[config.mk]
export PLATFORM = sky130hd
export DESIGN_NAME = rtc_serial_register_port
export DESIGN_NICKNAME = d
export VERILOG_FILES = /design/src/rtc_port_pkg.sv /design/src/rtc_port_sync.sv /design/src/rtc_port_regfile.sv /design/src/rtc_serial_register_port.sv
export VERILOG_INCLUDE_DIRS = /design/src
export SDC_FILE = /design/constraint.sdc
export NUM_CORES = 1
export LEC_CHECK = 0
export BUFFER_PORTS_ARGS = -buffer_cell sky130_fd_sc_hd__buf_4
export CORE_MARGIN = 10
export CORE_UTILIZATION = 53
export DETAILED_ROUTE_END_ITERATION = 12
export HOLD_SLACK_MARGIN = 0.06
export PLACE_DENSITY = 0.76
export RECOVER_POWER = 100
export SYNTH_ARGS = -nofsm -noshare
export SYNTH_HDL_FRONTEND = slang
export SYNTH_HIERARCHICAL = 1
export SYNTH_SLANG_ARGS = --single-unit
[constraint.sdc]
create_clock -name clock_in -period 2 [get_ports clock_in]
set_input_delay 0.1 -clock clock_in [delete_from_list [all_inputs] [get_ports clock_in]]
set_output_delay 0.1 -clock clock_in [all_outputs]
set_load 0.02 [all_outputs]
[src/rtc_port_cfg.svh]
// constants of the rtc serial register port
`ifndef RTC_PORT_CFG_SVH
`define RTC_PORT_CFG_SVH

// ==========================================================================
// byte framing
// ==========================================================================
`define RTC_BYTE_W 8
`define RTC_BIT_LAST 3'h7
`define RTC_BIT_RST 3'h0
`define RTC_DIR_BIT 7
`define RTC_BYTE_RST 8'h00

// ==========================================================================
// address wrap
// ==========================================================================
`define RTC_RD_WRAP_BASE 8'h00
`define RTC_WR_WRAP_BASE 8'h80
`define RTC_WRAP_NIBBLE 4'hF
`define RTC_REG_DEPTH 16
`define RTC_IDX_W 4

// ==========================================================================
// time snapshot
// ==========================================================================
`define RTC_TIME_BYTES 8
`define RTC_TIME_W 64

// ==========================================================================
// link timing
// ==========================================================================
`define RTC_SYNC_W 4
`define RTC_SCLK_PERIOD_NS 80

`endif

[src/rtc_port_pkg.sv]
// types of the rtc serial register port
package rtc_port_pkg;

    // ======================================================================
    // transfer states
    // ======================================================================
    typedef enum logic [2:0] {
        ST_IDLE = 3'h1,
        ST_ADDR = 3'h2,
        ST_DATA = 3'h4
    } port_state_t;

    typedef logic [7:0] byte_t;

endpackage : rtc_port_pkg

[src/rtc_port_sync.sv]
// two flip-flop synchroniser for pin inputs
`timescale 1ns/1ps
module rtc_port_sync #(
    parameter int WIDTH = 1
) (
    input wire logic clock_in,
    input wire logic reset_n_in,
    input wire logic [WIDTH-1:0] async_in,
    output logic [WIDTH-1:0] sync_out
);

    logic [WIDTH-1:0] meta_ff;
    logic [WIDTH-1:0] sync_ff;

    // ======================================================================
    // two stages, first stage read only by the second
    // ======================================================================
    always_ff @(posedge clock_in) begin
        if (!reset_n_in) begin
            meta_ff <= '0;
            sync_ff <= '0;
        end else begin
            meta_ff <= async_in;
            sync_ff <= meta_ff;
        end
    end

    assign sync_out = sync_ff;

endmodule : rtc_port_sync

[src/rtc_port_regfile.sv]
// host-visible register copy with time snapshot load
`timescale 1ns/1ps
`include "rtc_port_cfg.svh"
module rtc_port_regfile (
    input wire logic clock_in,
    input wire logic reset_n_in,
    input wire logic snap_in,
    input wire logic [`RTC_TIME_W-1:0] time_in,
    input wire logic wr_en_in,
    input wire logic [`RTC_IDX_W-1:0] wr_idx_in,
    input wire logic [7:0] wr_data_in,
    input wire logic rd_en_in,
    input wire logic [`RTC_IDX_W-1:0] rd_idx_in,
    output logic [7:0] rd_data_out
);

    logic [7:0] mem_ff [`RTC_REG_DEPTH];
    logic [7:0] rd_data_ff;

    // ======================================================================
    // storage: snapshot loads the time bytes, host writes any byte
    // ======================================================================
    always_ff @(posedge clock_in) begin
        if (!reset_n_in) begin
            for (int i = 0; i < `RTC_REG_DEPTH; i++) begin
                mem_ff[i] <= `RTC_BYTE_RST;
            end
        end else if (snap_in) begin
            for (int i = 0; i < `RTC_TIME_BYTES; i++) begin
                mem_ff[i] <= time_in[i*8 +: 8];
            end
        end else if (wr_en_in) begin
            mem_ff[wr_idx_in] <= wr_data_in;
        end
    end

    // ======================================================================
    // registered read port
    // ======================================================================
    always_ff @(posedge clock_in) begin
        if (!reset_n_in) begin
            rd_data_ff <= `RTC_BYTE_RST;
        end else if (rd_en_in) begin
            rd_data_ff <= mem_ff[rd_idx_in];
        end
    end

    assign rd_data_out = rd_data_ff;

endmodule : rtc_port_regfile

[src/rtc_serial_register_port.sv]
// serial slave port of the clock register file, 4-wire or 3-wire variant
//
// Contract
// - 4-wire port works in modes 1/3 or modes 0/2, chosen at build time.
// - 4-wire select low opens a transfer, high ends it and mutes serial activity.
// - 4-wire port samples input on the sampling edge, changes output on the other.
// - one sclk cycle per bit, address and data move in eight-bit groups.
// - 4-wire bytes travel most significant bit first, both directions.
// - 4-wire read data leaves on the output line, write data enters on the input line.
// - first byte is the address; its top bit 0 means read, 1 means write.
// - address increments after each data byte for as long as the transfer lasts.
// - reads wrap 0Fh to 00h, writes wrap 8Fh to 80h.
// - 4-wire time copy refreshes when select falls, and once on reset release while the synchroniser still holds select low.
// - 3-wire port shares one pin, turning it around after the address for reads.
// - 3-wire port samples on rising sclk, presents output after falling sclk.
// - 3-wire bytes travel least significant bit first, both directions.
// - 3-wire enable rise opens a transfer with the address byte, fall ends it.
// - 3-wire time copy refreshes only on the enable rise.
// - 4-wire output floats while deselected and until a full read byte is ready.
`timescale 1ns/1ps
`include "rtc_port_cfg.svh"
module rtc_serial_register_port #(
    parameter bit FOUR_WIRE = 1'b1,
    parameter bit CPHA = 1'b1
) (
    input wire logic clock_in,
    input wire logic reset_n_in,
    input wire logic sclk_in,
    input wire logic select_in,
    input wire logic serial_in_pin_in,
    output logic serial_out_pin_out,
    output logic serial_out_pin_oe_out,
    input wire logic io_pin_in,
    output logic io_pin_out,
    output logic io_pin_oe_out,
    input wire logic [`RTC_TIME_W-1:0] time_live_in,
    output logic wr_strobe_out,
    output logic [7:0] wr_addr_out,
    output logic [7:0] wr_data_out,
    output logic busy_out
);

    // ======================================================================
    // pin synchronisation
    // ======================================================================
    logic [`RTC_SYNC_W-1:0] pins_sync;
    wire sclk_s = pins_sync[0];
    wire select_s = pins_sync[1];
    wire din_s = pins_sync[2];
    wire io_s = pins_sync[3];

    rtc_port_sync #(
        .WIDTH(`RTC_SYNC_W)
    ) u_sync (
        .clock_in(clock_in),
        .reset_n_in(reset_n_in),
        .async_in({io_pin_in, serial_in_pin_in, select_in, sclk_in}),
        .sync_out(pins_sync)
    );

    // ======================================================================
    // registers
    // ======================================================================
    rtc_port_pkg::port_state_t state_ff;
    rtc_port_pkg::port_state_t nxt_state;
    logic sclk_d_ff;
    logic act_d_ff;
    logic cpol_ff;
    logic [2:0] bit_cnt_ff;
    rtc_port_pkg::byte_t rx_ff;
    rtc_port_pkg::byte_t addr_ff;
    logic write_ff;
    rtc_port_pkg::byte_t tx_sh_ff;
    logic tx_valid_ff;
    logic rd_req_ff;
    logic load_ff;
    logic snap_ff;
    logic out_ff;
    logic oe_ff;
    logic wr_strobe_ff;
    rtc_port_pkg::byte_t wr_addr_ff;
    rtc_port_pkg::byte_t wr_data_ff;
    rtc_port_pkg::byte_t rd_data;

    // ======================================================================
    // transfer framing and edge decode
    // ======================================================================
    // select polarity follows the variant
    wire sel_act = FOUR_WIRE ? ~select_s : select_s;
    wire start = sel_act & ~act_d_ff;
    wire sclk_rise = sclk_s & ~sclk_d_ff;
    wire sclk_fall = ~sclk_s & sclk_d_ff;
    // edge returning sclk to its idle level, and edge leaving it
    wire to_idle = cpol_ff ? sclk_rise : sclk_fall;
    wire from_idle = cpol_ff ? sclk_fall : sclk_rise;
    wire spi_sample = CPHA ? to_idle : from_idle;
    wire spi_shift = CPHA ? from_idle : to_idle;
    wire sample_edge = FOUR_WIRE ? spi_sample : sclk_rise;
    wire shift_edge = FOUR_WIRE ? spi_shift : sclk_fall;
    wire in_frame = sel_act & (state_ff != rtc_port_pkg::ST_IDLE);
    wire bit_in = FOUR_WIRE ? din_s : io_s;
    wire sample = in_frame & sample_edge;
    wire byte_done = sample & (bit_cnt_ff == `RTC_BIT_LAST);

    // ======================================================================
    // bit order and address step
    // ======================================================================
    wire [7:0] rx_next = FOUR_WIRE ? {rx_ff[6:0], bit_in} : {bit_in, rx_ff[7:1]};
    wire tx_bit = FOUR_WIRE ? tx_sh_ff[7] : tx_sh_ff[0];
    wire [7:0] tx_next = FOUR_WIRE ? {tx_sh_ff[6:0], 1'b0} : {1'b0, tx_sh_ff[7:1]};
    wire [7:0] wrap_base = write_ff ? `RTC_WR_WRAP_BASE : `RTC_RD_WRAP_BASE;
    wire at_wrap = addr_ff[3:0] == `RTC_WRAP_NIBBLE;
    wire [7:0] addr_inc = at_wrap ? wrap_base : 8'(addr_ff + 8'h01);
    wire addr_byte = byte_done & (state_ff == rtc_port_pkg::ST_ADDR);
    wire data_byte = byte_done & (state_ff == rtc_port_pkg::ST_DATA);
    wire wr_byte = data_byte & write_ff;
    wire is_read = ~rx_next[`RTC_DIR_BIT];
    wire drive_bit = in_frame & shift_edge & tx_valid_ff & ~write_ff;

    // ======================================================================
    // state machine
    // ======================================================================
    always_comb begin
        nxt_state = state_ff;
        unique case (state_ff)
            rtc_port_pkg::ST_IDLE: begin
                if (start) begin
                    nxt_state = rtc_port_pkg::ST_ADDR;
                end
            end
            rtc_port_pkg::ST_ADDR: begin
                if (!sel_act) begin
                    nxt_state = rtc_port_pkg::ST_IDLE;
                end else if (byte_done) begin
                    nxt_state = rtc_port_pkg::ST_DATA;
                end
            end
            rtc_port_pkg::ST_DATA: begin
                if (!sel_act) begin
                    nxt_state = rtc_port_pkg::ST_IDLE;
                end
            end
            default: begin
                nxt_state = rtc_port_pkg::ST_IDLE;
            end
        endcase
    end

    always_ff @(posedge clock_in) begin
        if (!reset_n_in) begin
            state_ff <= rtc_port_pkg::ST_IDLE;
            sclk_d_ff <= 1'b0;
            act_d_ff <= 1'b0;
        end else begin
            state_ff <= nxt_state;
            sclk_d_ff <= sclk_s;
            act_d_ff <= sel_act;
        end
    end

    // ======================================================================
    // idle clock level caught at transfer start
    // ======================================================================
    always_ff @(posedge clock_in) begin
        if (!reset_n_in) begin
            cpol_ff <= 1'b0;
        end else if (start) begin
            cpol_ff <= sclk_s;
        end
    end

    // ======================================================================
    // receive shifter
    // ======================================================================
    always_ff @(posedge clock_in) begin
        if (!reset_n_in || !in_frame) begin
            bit_cnt_ff <= `RTC_BIT_RST;
            rx_ff <= `RTC_BYTE_RST;
        end else if (sample) begin
            bit_cnt_ff <= 3'(bit_cnt_ff + 3'h1);
            rx_ff <= rx_next;
        end
    end

    // ======================================================================
    // address and direction
    // ======================================================================
    always_ff @(posedge clock_in) begin
        if (!reset_n_in) begin
            addr_ff <= `RTC_BYTE_RST;
            write_ff <= 1'b0;
        end else if (addr_byte) begin
            addr_ff <= rx_next;
            write_ff <= rx_next[`RTC_DIR_BIT];
        end else if (wr_byte || load_ff) begin
            addr_ff <= addr_inc;
        end
    end

    // ======================================================================
    // read prefetch: request, then load one cycle after the memory read
    // ======================================================================
    always_ff @(posedge clock_in) begin
        if (!reset_n_in) begin
            rd_req_ff <= 1'b0;
            load_ff <= 1'b0;
        end else begin
            rd_req_ff <= (addr_byte & is_read) | (data_byte & ~write_ff);
            load_ff <= rd_req_ff & sel_act;
        end
    end

    // ======================================================================
    // transmit shifter and pin drive
    // ======================================================================
    always_ff @(posedge clock_in) begin
        if (!reset_n_in || !sel_act) begin
            tx_sh_ff <= `RTC_BYTE_RST;
            tx_valid_ff <= 1'b0;
        end else if (load_ff) begin
            tx_sh_ff <= rd_data;
            tx_valid_ff <= 1'b1;
        end else if (drive_bit) begin
            tx_sh_ff <= tx_next;
        end
    end

    always_ff @(posedge clock_in) begin
        if (!reset_n_in || !sel_act) begin
            out_ff <= 1'b0;
            oe_ff <= 1'b0;
        end else if (drive_bit) begin
            out_ff <= tx_bit;
            oe_ff <= 1'b1;
        end
    end

    // ======================================================================
    // snapshot at transfer start
    // ======================================================================
    always_ff @(posedge clock_in) begin
        if (!reset_n_in) begin
            snap_ff <= 1'b0;
        end else begin
            snap_ff <= start;
        end
    end

    // ======================================================================
    // write strobe towards the clock core
    // ======================================================================
    always_ff @(posedge clock_in) begin
        if (!reset_n_in) begin
            wr_strobe_ff <= 1'b0;
            wr_addr_ff <= `RTC_BYTE_RST;
            wr_data_ff <= `RTC_BYTE_RST;
        end else begin
            wr_strobe_ff <= wr_byte;
            if (wr_byte) begin
                wr_addr_ff <= addr_ff;
                wr_data_ff <= rx_next;
            end
        end
    end

    // ======================================================================
    // register copy
    // ======================================================================
    rtc_port_regfile u_regfile (
        .clock_in(clock_in),
        .reset_n_in(reset_n_in),
        .snap_in(snap_ff),
        .time_in(time_live_in),
        .wr_en_in(wr_strobe_ff),
        .wr_idx_in(wr_addr_ff[3:0]),
        .wr_data_in(wr_data_ff),
        .rd_en_in(rd_req_ff),
        .rd_idx_in(addr_ff[3:0]),
        .rd_data_out(rd_data)
    );

    // ======================================================================
    // outputs: the pin of the unused variant stays released
    // ======================================================================
    assign serial_out_pin_out = FOUR_WIRE ? out_ff : 1'b0;
    assign serial_out_pin_oe_out = FOUR_WIRE ? oe_ff : 1'b0;
    assign io_pin_out = FOUR_WIRE ? 1'b0 : out_ff;
    assign io_pin_oe_out = FOUR_WIRE ? 1'b0 : oe_ff;
    assign wr_strobe_out = wr_strobe_ff;
    assign wr_addr_out = wr_addr_ff;
    assign wr_data_out = wr_data_ff;
    assign busy_out = act_d_ff;

endmodule : rtc_serial_register_port

After elaboration in Yosys (flattened, before gate mapping)
Memories as Yosys holds them, arrays and structs flattened. A register that Yosys moved wholly into a read port is not among the register bits.
Index checks and enable logic that the tools add are counted.
{ "totals": {"ff_bits": 62, "latchBits": 0, "mem_bits_rw": 128, "mem_bits_ro": 0, "inputBits": 70, "memories": 1} }
{ "classes": {"addsub": 2, "mul": 0, "div": 0, "n_lt_le_gt_ge": 0, "n_eq_ne": 9, "shift": 0, "mux": 32, "bitwise": 30, "reduce_logical": 10} }
{ "mem_list": {"columns": ["memory", "depth", "word_bits", "read_ports", "rd_clocked_by_memory_dff", "write_ports", "line", "rtl"], "rows": [
  ["u_regfile.mem_ff", 16, 8, 1, 1, 16, "rtc_port_regfile.sv:17", "logic [7:0] mem_ff [`RTC_REG_DEPTH];"]
]} }
{ "op_table": {"columns": ["op", "count"], "rows": [
  ["$mux 8", 15],
  ["$and 1x1->1", 15],
  ["$mux 3", 4],
  ["$mux 1", 11],
  ["$or 1x1->1", 9],
  ["$pmux 3 s3", 1],
  ["$add 8x1->8 const B", 1],
  ["$reduce_or 8->1", 1],
  ["$eq 3x3->1 const B", 2],
  ["$not 1->1", 6],
  ["$eq 4x4->1 const B", 1],
  ["$mux 4", 1],
  ["$reduce_bool 2->1", 2],
  ["$add 3x1->3 const B", 1],
  ["$eq 3x1->1 const B", 1],
  ["$eq 3x2->1 const B", 1],
  ["$logic_not 1->1", 3],
  ["$logic_or 1x1->1", 3],
  ["$ne 3x1->1 const B", 1],
  ["$ne 3x2->1 const B", 1],
  ["$reduce_and 3->1", 1],
  ["$ne 2x1->1 const B", 1],
  ["$ne 2x2->1 const B", 1]
]} }

Logic depth before layout (Yosys ltp)
Gate-level depths: netlist (run 1).
{ "logic_depth": {"ltp_word": 10, "depth_mapped": 8, "mapped_depth_nobuf": 7} }

By module
Netlist (run 1), hierarchy kept.
{ "modules_own_cells": {"columns": ["module", "n_inst", "cells_each", "area_per_inst_um2", "seq_area_each_um2"], "rows": [
  ["rtc_port_regfile", 1, 488, 6482.5, 4003.8],
  ["rtc_serial_register_port", 1, 255, 2392.3, 1121.1],
  ["rtc_port_sync", 1, 16, 210.2, 160.2]
]} }

Least setup slack after synthesis (run 1)
OpenSTA, ideal clock, no wires.
{ "synth_path": {"path_type": "register to register", "start": "reg wr_addr_ff[0] (netlist: wr_addr_out[0])", "end": "mem u_regfile.mem_ff[5][0], enable pin", "arrival_ns": 1.819, "setup_slack_ns": -0.203, "path_stages_with_launch": 5, "n_path_buf": 1, "period_less_slack_ns": 2.203, "cell_sequence": "dfxtp_1 > inv_1 > or4_1 > buf_4 > o21ai_0"} }
{ "synth_rtl": {"columns": ["item", "line", "rtl"], "rows": [
  ["from (decl)", "rtc_serial_register_port.sv:81", "rtc_port_pkg::byte_t wr_addr_ff;"],
  ["from (signal assigned)", "rtc_serial_register_port.sv:255", "wr_addr_ff <= `RTC_BYTE_RST;"],
  ["from (signal assigned)", "rtc_serial_register_port.sv:260", "wr_addr_ff <= addr_ff;"],
  ["to (decl)", "rtc_port_regfile.sv:17", null]
]} }

==> summary.md, run 1 <==
| Metric | Value |
|---|---|
| Crit path time final | `1.93 ns` |
| Outcome | `finished, final reports clean` |
| Max frequency | `0.519 GHz` |
| Post-Syn Area | `9030 um^2` |
| Slew Limit Fails | `0` |
| Crit-path max cell delay | `0.49 ns` |
| DRC | `0` |
| Largest net degree at the start of global routing | `65` |
| Worst setup EP type | `flip-flop` |
| I/O Pins | `92` |
| Final WL | `24900 um` |
| Setup_tns | `0 ns` |
| Reg-to-Reg Start | `wr_strobe_out` |
| CP bufs+invs | `2` |
| Detailed Routing Iterations Pass 1 | `5` |
| TritonCTS buffer count | `17` |
| Hold depth | `3` |
| Detailed placement HPWL | `16500 um` |
| Std-Cell Rows | `47` |
| Slowest-stage cell, CP | `or4_4` |
| GPL Wtd Cong | `0.909` |
| Cell chain of the critical path | `nand2_1 -> or4_4 -> clkbuf_1 -> o21ai_1 -> clkbuf_2` |
| Crit-path max FO | `8` |
| Via count | `6848` |
| Worst setup margin | `0.0748 ns` |
| Die height | `151 um` |
| Slew @ Worst Pin | `1.13 ns` |
| Starting Density | `54.3%` |
| Cells after Synth | `755` |
| Reg area | `5250 um^2` |
| Vias in the first global route | `6978` |
| Switching share of power | `21.6%` |
| Dpl ws | `0.0669 ns` |
| Root buffer selected by CTS | `clkbuf_16` |
| Relative max-transition margin | `24.8%` |
| Clock slew at reported path FFs | `0.07 ns` |
| IO buf count | `88` |
| Share of layout cells above drive strength 1 | `20.2%` |
| Antenna cells | `0` |
| Critical Path Start Type | `flip-flop` |
| WHS Endpoint | `u_sync/meta_ff[0]` |
| Final number of setup-violating endpoints | `0` |
| Syn Area/Cell | `12.0 um^2` |
| VDD IR-drop max | `0.596 mV` |
| Filler instances | `1157` |
| Pwr/cell area | `754 nW/um^2` |
| Maxcap violations | `0` |
| Leak | `0.00417 uW` |
| Combinational share of power | `6.2%` |
| Die width | `151 um` |
| Reg2Reg Depth | `5` |
| WL/cell | `21.4 um` |
| Clock power share | `40.1%` |
| Seq pwr share | `53.7%` |
| Via/cell ratio | `5.90` |
| CTS sink cnt | `198` |
| Unrepaired setup endpoints after global routing | `no` |
| Hold_sp | `sclk_in` |
| Synth warnings | `6` |
| NetSw | `1840 uW` |
| GRT Residual Overflow | `0` |
| RR Endpoint | `u_regfile/mem_ff[12][4]` |
| NumNets Final | `1001` |
| Skew-Pair Late Insertion Delay | `0.43 ns` |
| DIE AREA | `22700 um^2` |
| Post-CTS Setup Bufs | `0` |
| GR Util All Layers | `22.4%` |
| Area grow syn2layout | `24.8%` |
| Number of antenna violations at the first check in global routing | `0` |
| First-pass GRT wire length | `39100 um` |
| Delay-heaviest family, CP | `simple AND/OR/NAND/NOR gates` |
| Final hold violation count | `0` |
| Worst Hold Class | `input port to flip-flop` |
| Critical Setup Path Class | `flip-flop to flip-flop` |
| Core footprint | `16600 um^2` |
| Tcrit/Tclk final | `96.3%` |
| Multi-input logic area | `3520 um^2` |
| CP arrival | `2.05 ns` |
| H-tree levels | `4` |
| Worst EP required | `2.12 ns` |
| Reg2reg setup slack | `0.07 ns` |
| Clock skew | `0.00883 ns` |
| Antenna Nets Post-Route | `0` |
| CTS tree | `built` |
| Internal | `6670 uW` |
| DRT iter0 DRCs | `597` |
| Clock buffer depth | `2` |
==> per-layer routing <==
| metal | vias up | GRT usage [%] | wire length [um] |
|---|---|---|---|
| met5 | - | 0 | 0 |
| met4 | 0 | 10.2 | 762 |
| met3 | 53 | 5.43 | 1870 |
| met2 | 330 | 37.2 | 12300 |
| met1 | 3313 | 27.0 | 9960 |
| li1 | 3152 | - | - |
==> worst min-delay path, cell delays in order <==
cell           delay, ns
dlygate4sd3_1       0.53
buf_4               0.10
and2_1              0.10
==> stage by stage <==
stage | instance area (um^2) | instances | hold WS, ns | utilization, % | total power, uW
finish | 11300 | 1161 | 0.424 | 67.7 | 8500
global route | 11300 | 1161 | 0.439 | 67.7 | 8700
CTS | 11400 | 1161 | 0.417 | 68.5 | 8500
detailed placement | 10100 | 1060 | 0.309 | 60.8 | 5070
global placement | 10100 | 1060 | 0.302 | 60.8 | 5040
floorplan | 9040 | 756 | 0.222 | - | 4840
==> area by class of cell <==
type,instances,share of cell area (%)
Clock buffer,19,3.93
Clock inverter,13,1.30
Tap cell,220,2.44
Multi-Input combinational cell,502,31.2
Sequential cell,198,46.6
Timing Repair Buffer,204,14.4
Inverter,5,0.167
==> registers in the layout (all words and copies together), names as in the netlist, 7 cells and up <==
register and cells:
addr_ff 8, rx_ff 7, u_regfile/mem_ff 128, u_regfile/rd_data_out 8, tx_sh_ff 8, wr_addr_out 8, wr_data_out 8
==> worst max-delay path by stage <==
stage,startpoint,endpoint,slack (ns),cells past startpoint
2_1_floorplan,wr_addr_out[0],u_regfile/mem_ff[5][0],-0.20,4
4_1_cts,snap_ff,u_regfile/mem_ff[8][5],0.04,4
5_1_grt,wr_strobe_out,u_regfile/mem_ff[12][5],0.03,5
6_report,wr_strobe_out,u_regfile/mem_ff[12][4],0.07,5
3_3_place_gp,snap_ff,u_regfile/mem_ff[12][4],0.14,4
3_5_place_dp,snap_ff,u_regfile/mem_ff[12][1],0.07,4
==> cells in the final DEF, fill, tap and decap left out, types with 5 or more instances in the layout <==
cell type	instances
clkbuf_2	20
nor2_1	29
buf_4	97
a22oi_1	24
mux2i_1	73
o221a_2	9
o21ai_0	20
clkbuf_1	17
nand2b_1	8
a22o_1	64
and2_1	24
and2_0	49
nor2b_1	6
mux2_2	7
a21oi_1	34
edfxtp_1	128
nand2_1	62
dlygate4sd3_1	69
inv_1	5
nand3_1	29
clkbuf_16	17
dfxtp_1	69
==> power groups by stage <==
| stage | registers (uW) | logic, uW | clock network, uW |
|---|---|---|---|
| final | 4560 | 527 | 3410 |
| after global routing | 4570 | 562 | 3560 |
| after CTS | 4560 | 524 | 3410 |
| after detailed placement | 4650 | 414 | 0 |
| after global placement | 4640 | 399 | 0 |
| after floorplan | 4630 | 210 | 0 |
==> what timing repair did <==
item	in CTS	in global routing
gates resized for setup	0	7
setup endpoints to repair	0	58
endpoints found under the hold margin	68	0
hold buffers	69	0
Power figures use the tool's default switching activity.
==> run 2, diff against run 1 <==
--- a/config.mk
+++ b/config.mk
@@ -11,7 +11,7 @@
 export CORE_UTILIZATION = 53
 export DETAILED_ROUTE_END_ITERATION = 12
 export HOLD_SLACK_MARGIN = 0.06
-export PLACE_DENSITY = 0.76
+export PLACE_DENSITY_LB_ADDON = 0.15
 export RECOVER_POWER = 100
 export SYNTH_ARGS = -nofsm -noshare
 export SYNTH_HDL_FRONTEND = slang
==> run 2 against run 1 <==
  * Flip-flop and latch count unchanged
  * Clock-buffer cell count fell by 1
  * Wire length up 2.1%
  * First-iteration DRC count increased by 4.0%
  * Die area stayed put
  * Combinational power rose by 2%
  * Worst hold slack worse by 0.21 ns
  * Via count up 0.41%
  * Power shrank 0.65%
  * Clock skew increased by 0.0017 ns
  * Clock power down 2%
  * Utilization decreased by 0.090 points
  * Critical endpoint is now u_regfile/mem_ff[13][5]
  * Largest power group unchanged
==> summary.md, run 2 (synthesis gave the netlist of run 1 again) <==
| Metric | Value |
|---|---|
| H-tree levels | `4` |
| Via count | `6876` |
| DRC | `0` |
| Largest register FFs | `128` |
| Outcome | `finished, final reports clean` |
| Cell Count, Final, Fillers Out | `1160` |
| Crit-path max FO | `8` |
| Register with the most flip-flops | `u_regfile/mem_ff` |
| Slew @ Worst Pin | `1.19 ns` |
| Root buffer selected by CTS | `clkbuf_16` |
| Starting Density | `54.3%` |
| Finished Core Util | `67.6%` |
| Crit path time final | `1.91 ns` |
| Relative max-transition margin | `20.9%` |
| TritonCTS buffer count | `17` |
| Critical Setup Path Class | `flip-flop to flip-flop` |
| Tcrit/Tclk final | `95.5%` |
| Maxcap violations | `0` |
| RR Endpoint | `u_regfile/mem_ff[13][5]` |
| CP arrival | `2.20 ns` |
| Critical Path Start Type | `flip-flop` |
| Leak | `0.00417 uW` |
| Worst setup EP type | `flip-flop` |
| DRT iter0 DRCs | `621` |
| Number of antenna violations at the first check in global routing | `0` |
| GRT Residual Overflow | `0` |
| Critical Path Sink | `u_regfile/mem_ff[13][5]` |
| NumNets Final | `1000` |
| Clock skew | `0.0105 ns` |
| Most frequent cells in the layout | `edfxtp_1, buf_4, mux2i_1` |
| Final total power | `8450 uW` |
| I/O Pins | `92` |
| Antenna Nets Post-Route | `0` |
| Clock buffer depth | `2` |
| Detailed placement HPWL | `17700 um` |
| DIE AREA | `22700 um^2` |
| Commonest non-fill, non-tap cell in the layout | `edfxtp_1` |
| Worst EP required | `2.29 ns` |
| Largest net degree at the start of global routing | `65` |
| Final WL | `25400 um` |
| Final number of setup-violating endpoints | `0` |
| First-pass GRT wire length | `39400 um` |
| Clock slew at reported path FFs | `0.07 ns` |
| Unrepaired setup endpoints after global routing | `no` |
| Via/cell ratio | `5.93` |
| Setup crit start | `wr_addr_out[0]` |
| Core footprint | `16600 um^2` |
| Reg-to-Reg Start | `wr_addr_out[0]` |
| GR Util All Layers | `22.8%` |
| Antenna cells | `0` |
| Share of layout cells above drive strength 1 | `19.6%` |
| Reg2reg setup slack | `0.09 ns` |
| Placed Instances | `1058` |
| Multi-input logic area | `3530 um^2` |
| Final hold violation count | `0` |
| Std-Cell Rows | `47` |
| Max frequency | `0.523 GHz` |
| Slew Limit Fails | `0` |
| Skew-Pair Late Insertion Delay | `0.43 ns` |
| Filler instances | `1205` |
| Detailed Routing Iterations Pass 1 | `5` |
| Reg area | `5250 um^2` |
| GPL Wtd Cong | `0.873` |
| VDD IR-drop max | `0.600 mV` |
| IO buf count | `88` |
| WL/cell | `21.9 um` |
| Area grow syn2layout | `24.6%` |
| Die width | `151 um` |
| CTS sink cnt | `198` |
| Vias in the first global route | `7033` |
| Worst Hold Class | `input port to flip-flop` |
| Pwr/cell area | `751 nW/um^2` |
| Reg2Reg Depth | `4` |
| CTS tree | `built` |
| Die height | `151 um` |
[run 2: cell count changes in the layout (fill, tap and decap cells not counted), sizes merged]
cell / delta
buf: -1
bufinv: -2
clkinv: -3
clkinvlp: -3
dlygate4sd3: -2
dlymetal6s2s: +1
inv: +9
[run 2: metrics by stage]
step / TNS [ns] / worst slack (ns) / hold slack [ns] / cell area (um^2)
floorplan: -5.82 / -0.203 / 0.222 / 9040
global placement: 0 / 0.149 / 0.307 / 10100
detailed placement: 0 / 0.0874 / 0.321 / 10100
CTS: 0 / 0.0777 / 0.190 / 11400
global route: 0 / 0.00524 / 0.212 / 11300
finish: 0 / 0.0891 / 0.210 / 11300
[run 2: power by group]
part	switching, uW	internal (uW)	total [uW]
registers	58.9	4500	4560
logic	270	268	538
clock network	1620	1730	3350
total	1950	6500	8450
[run 2: layout make-up]
class                      count  share of cell area (%)
sequential                   198                    46.6
multi-input combinational    502                    31.3
timing repair buffer         203                    14.3
clock buffer                  18                    4.00
tap                          220                    2.45
clock inverter                14                    1.10
inverter                       5                   0.167
[run 2: timing repair]
action                                 in CTS  in global routing
setup buffers                               0                  3
setup endpoints to repair                   0                  3
endpoints found under the hold margin      67                  0
gates resized for setup                     0                  1
hold buffers                               67                  0
[run 2: worst min-delay path by stage]
stage | from | to | slack, ns | cells past startpoint
global placement | select_in | u_sync/meta_ff[1] | 0.31 | 2
CTS | reset_n_in | rd_req_ff | 0.19 | 3
detailed placement | select_in | u_sync/meta_ff[1] | 0.32 | 2
floorplan | reset_n_in | u_sync/meta_ff[0] | 0.22 | 1
global route | reset_n_in | rd_req_ff | 0.21 | 3
finish | reset_n_in | rd_req_ff | 0.21 | 3
[run 2: worst max-delay path, cell delays in order, from the launching register on]
cell     delay [ns]
dfxtp_1        0.35
inv_1          0.07
or4_1          0.68
nor2_1         0.46
and2_1         0.22
[run 2: layer usage]
layer | global-route usage, % | wire, um | share of wire, %
met5 | 0 | 0 | 0
met4 | 8.50 | 630 | 2.5
met3 | 5.34 | 2040 | 8.0
met2 | 36.1 | 12300 | 48
met1 | 29.7 | 10400 | 41
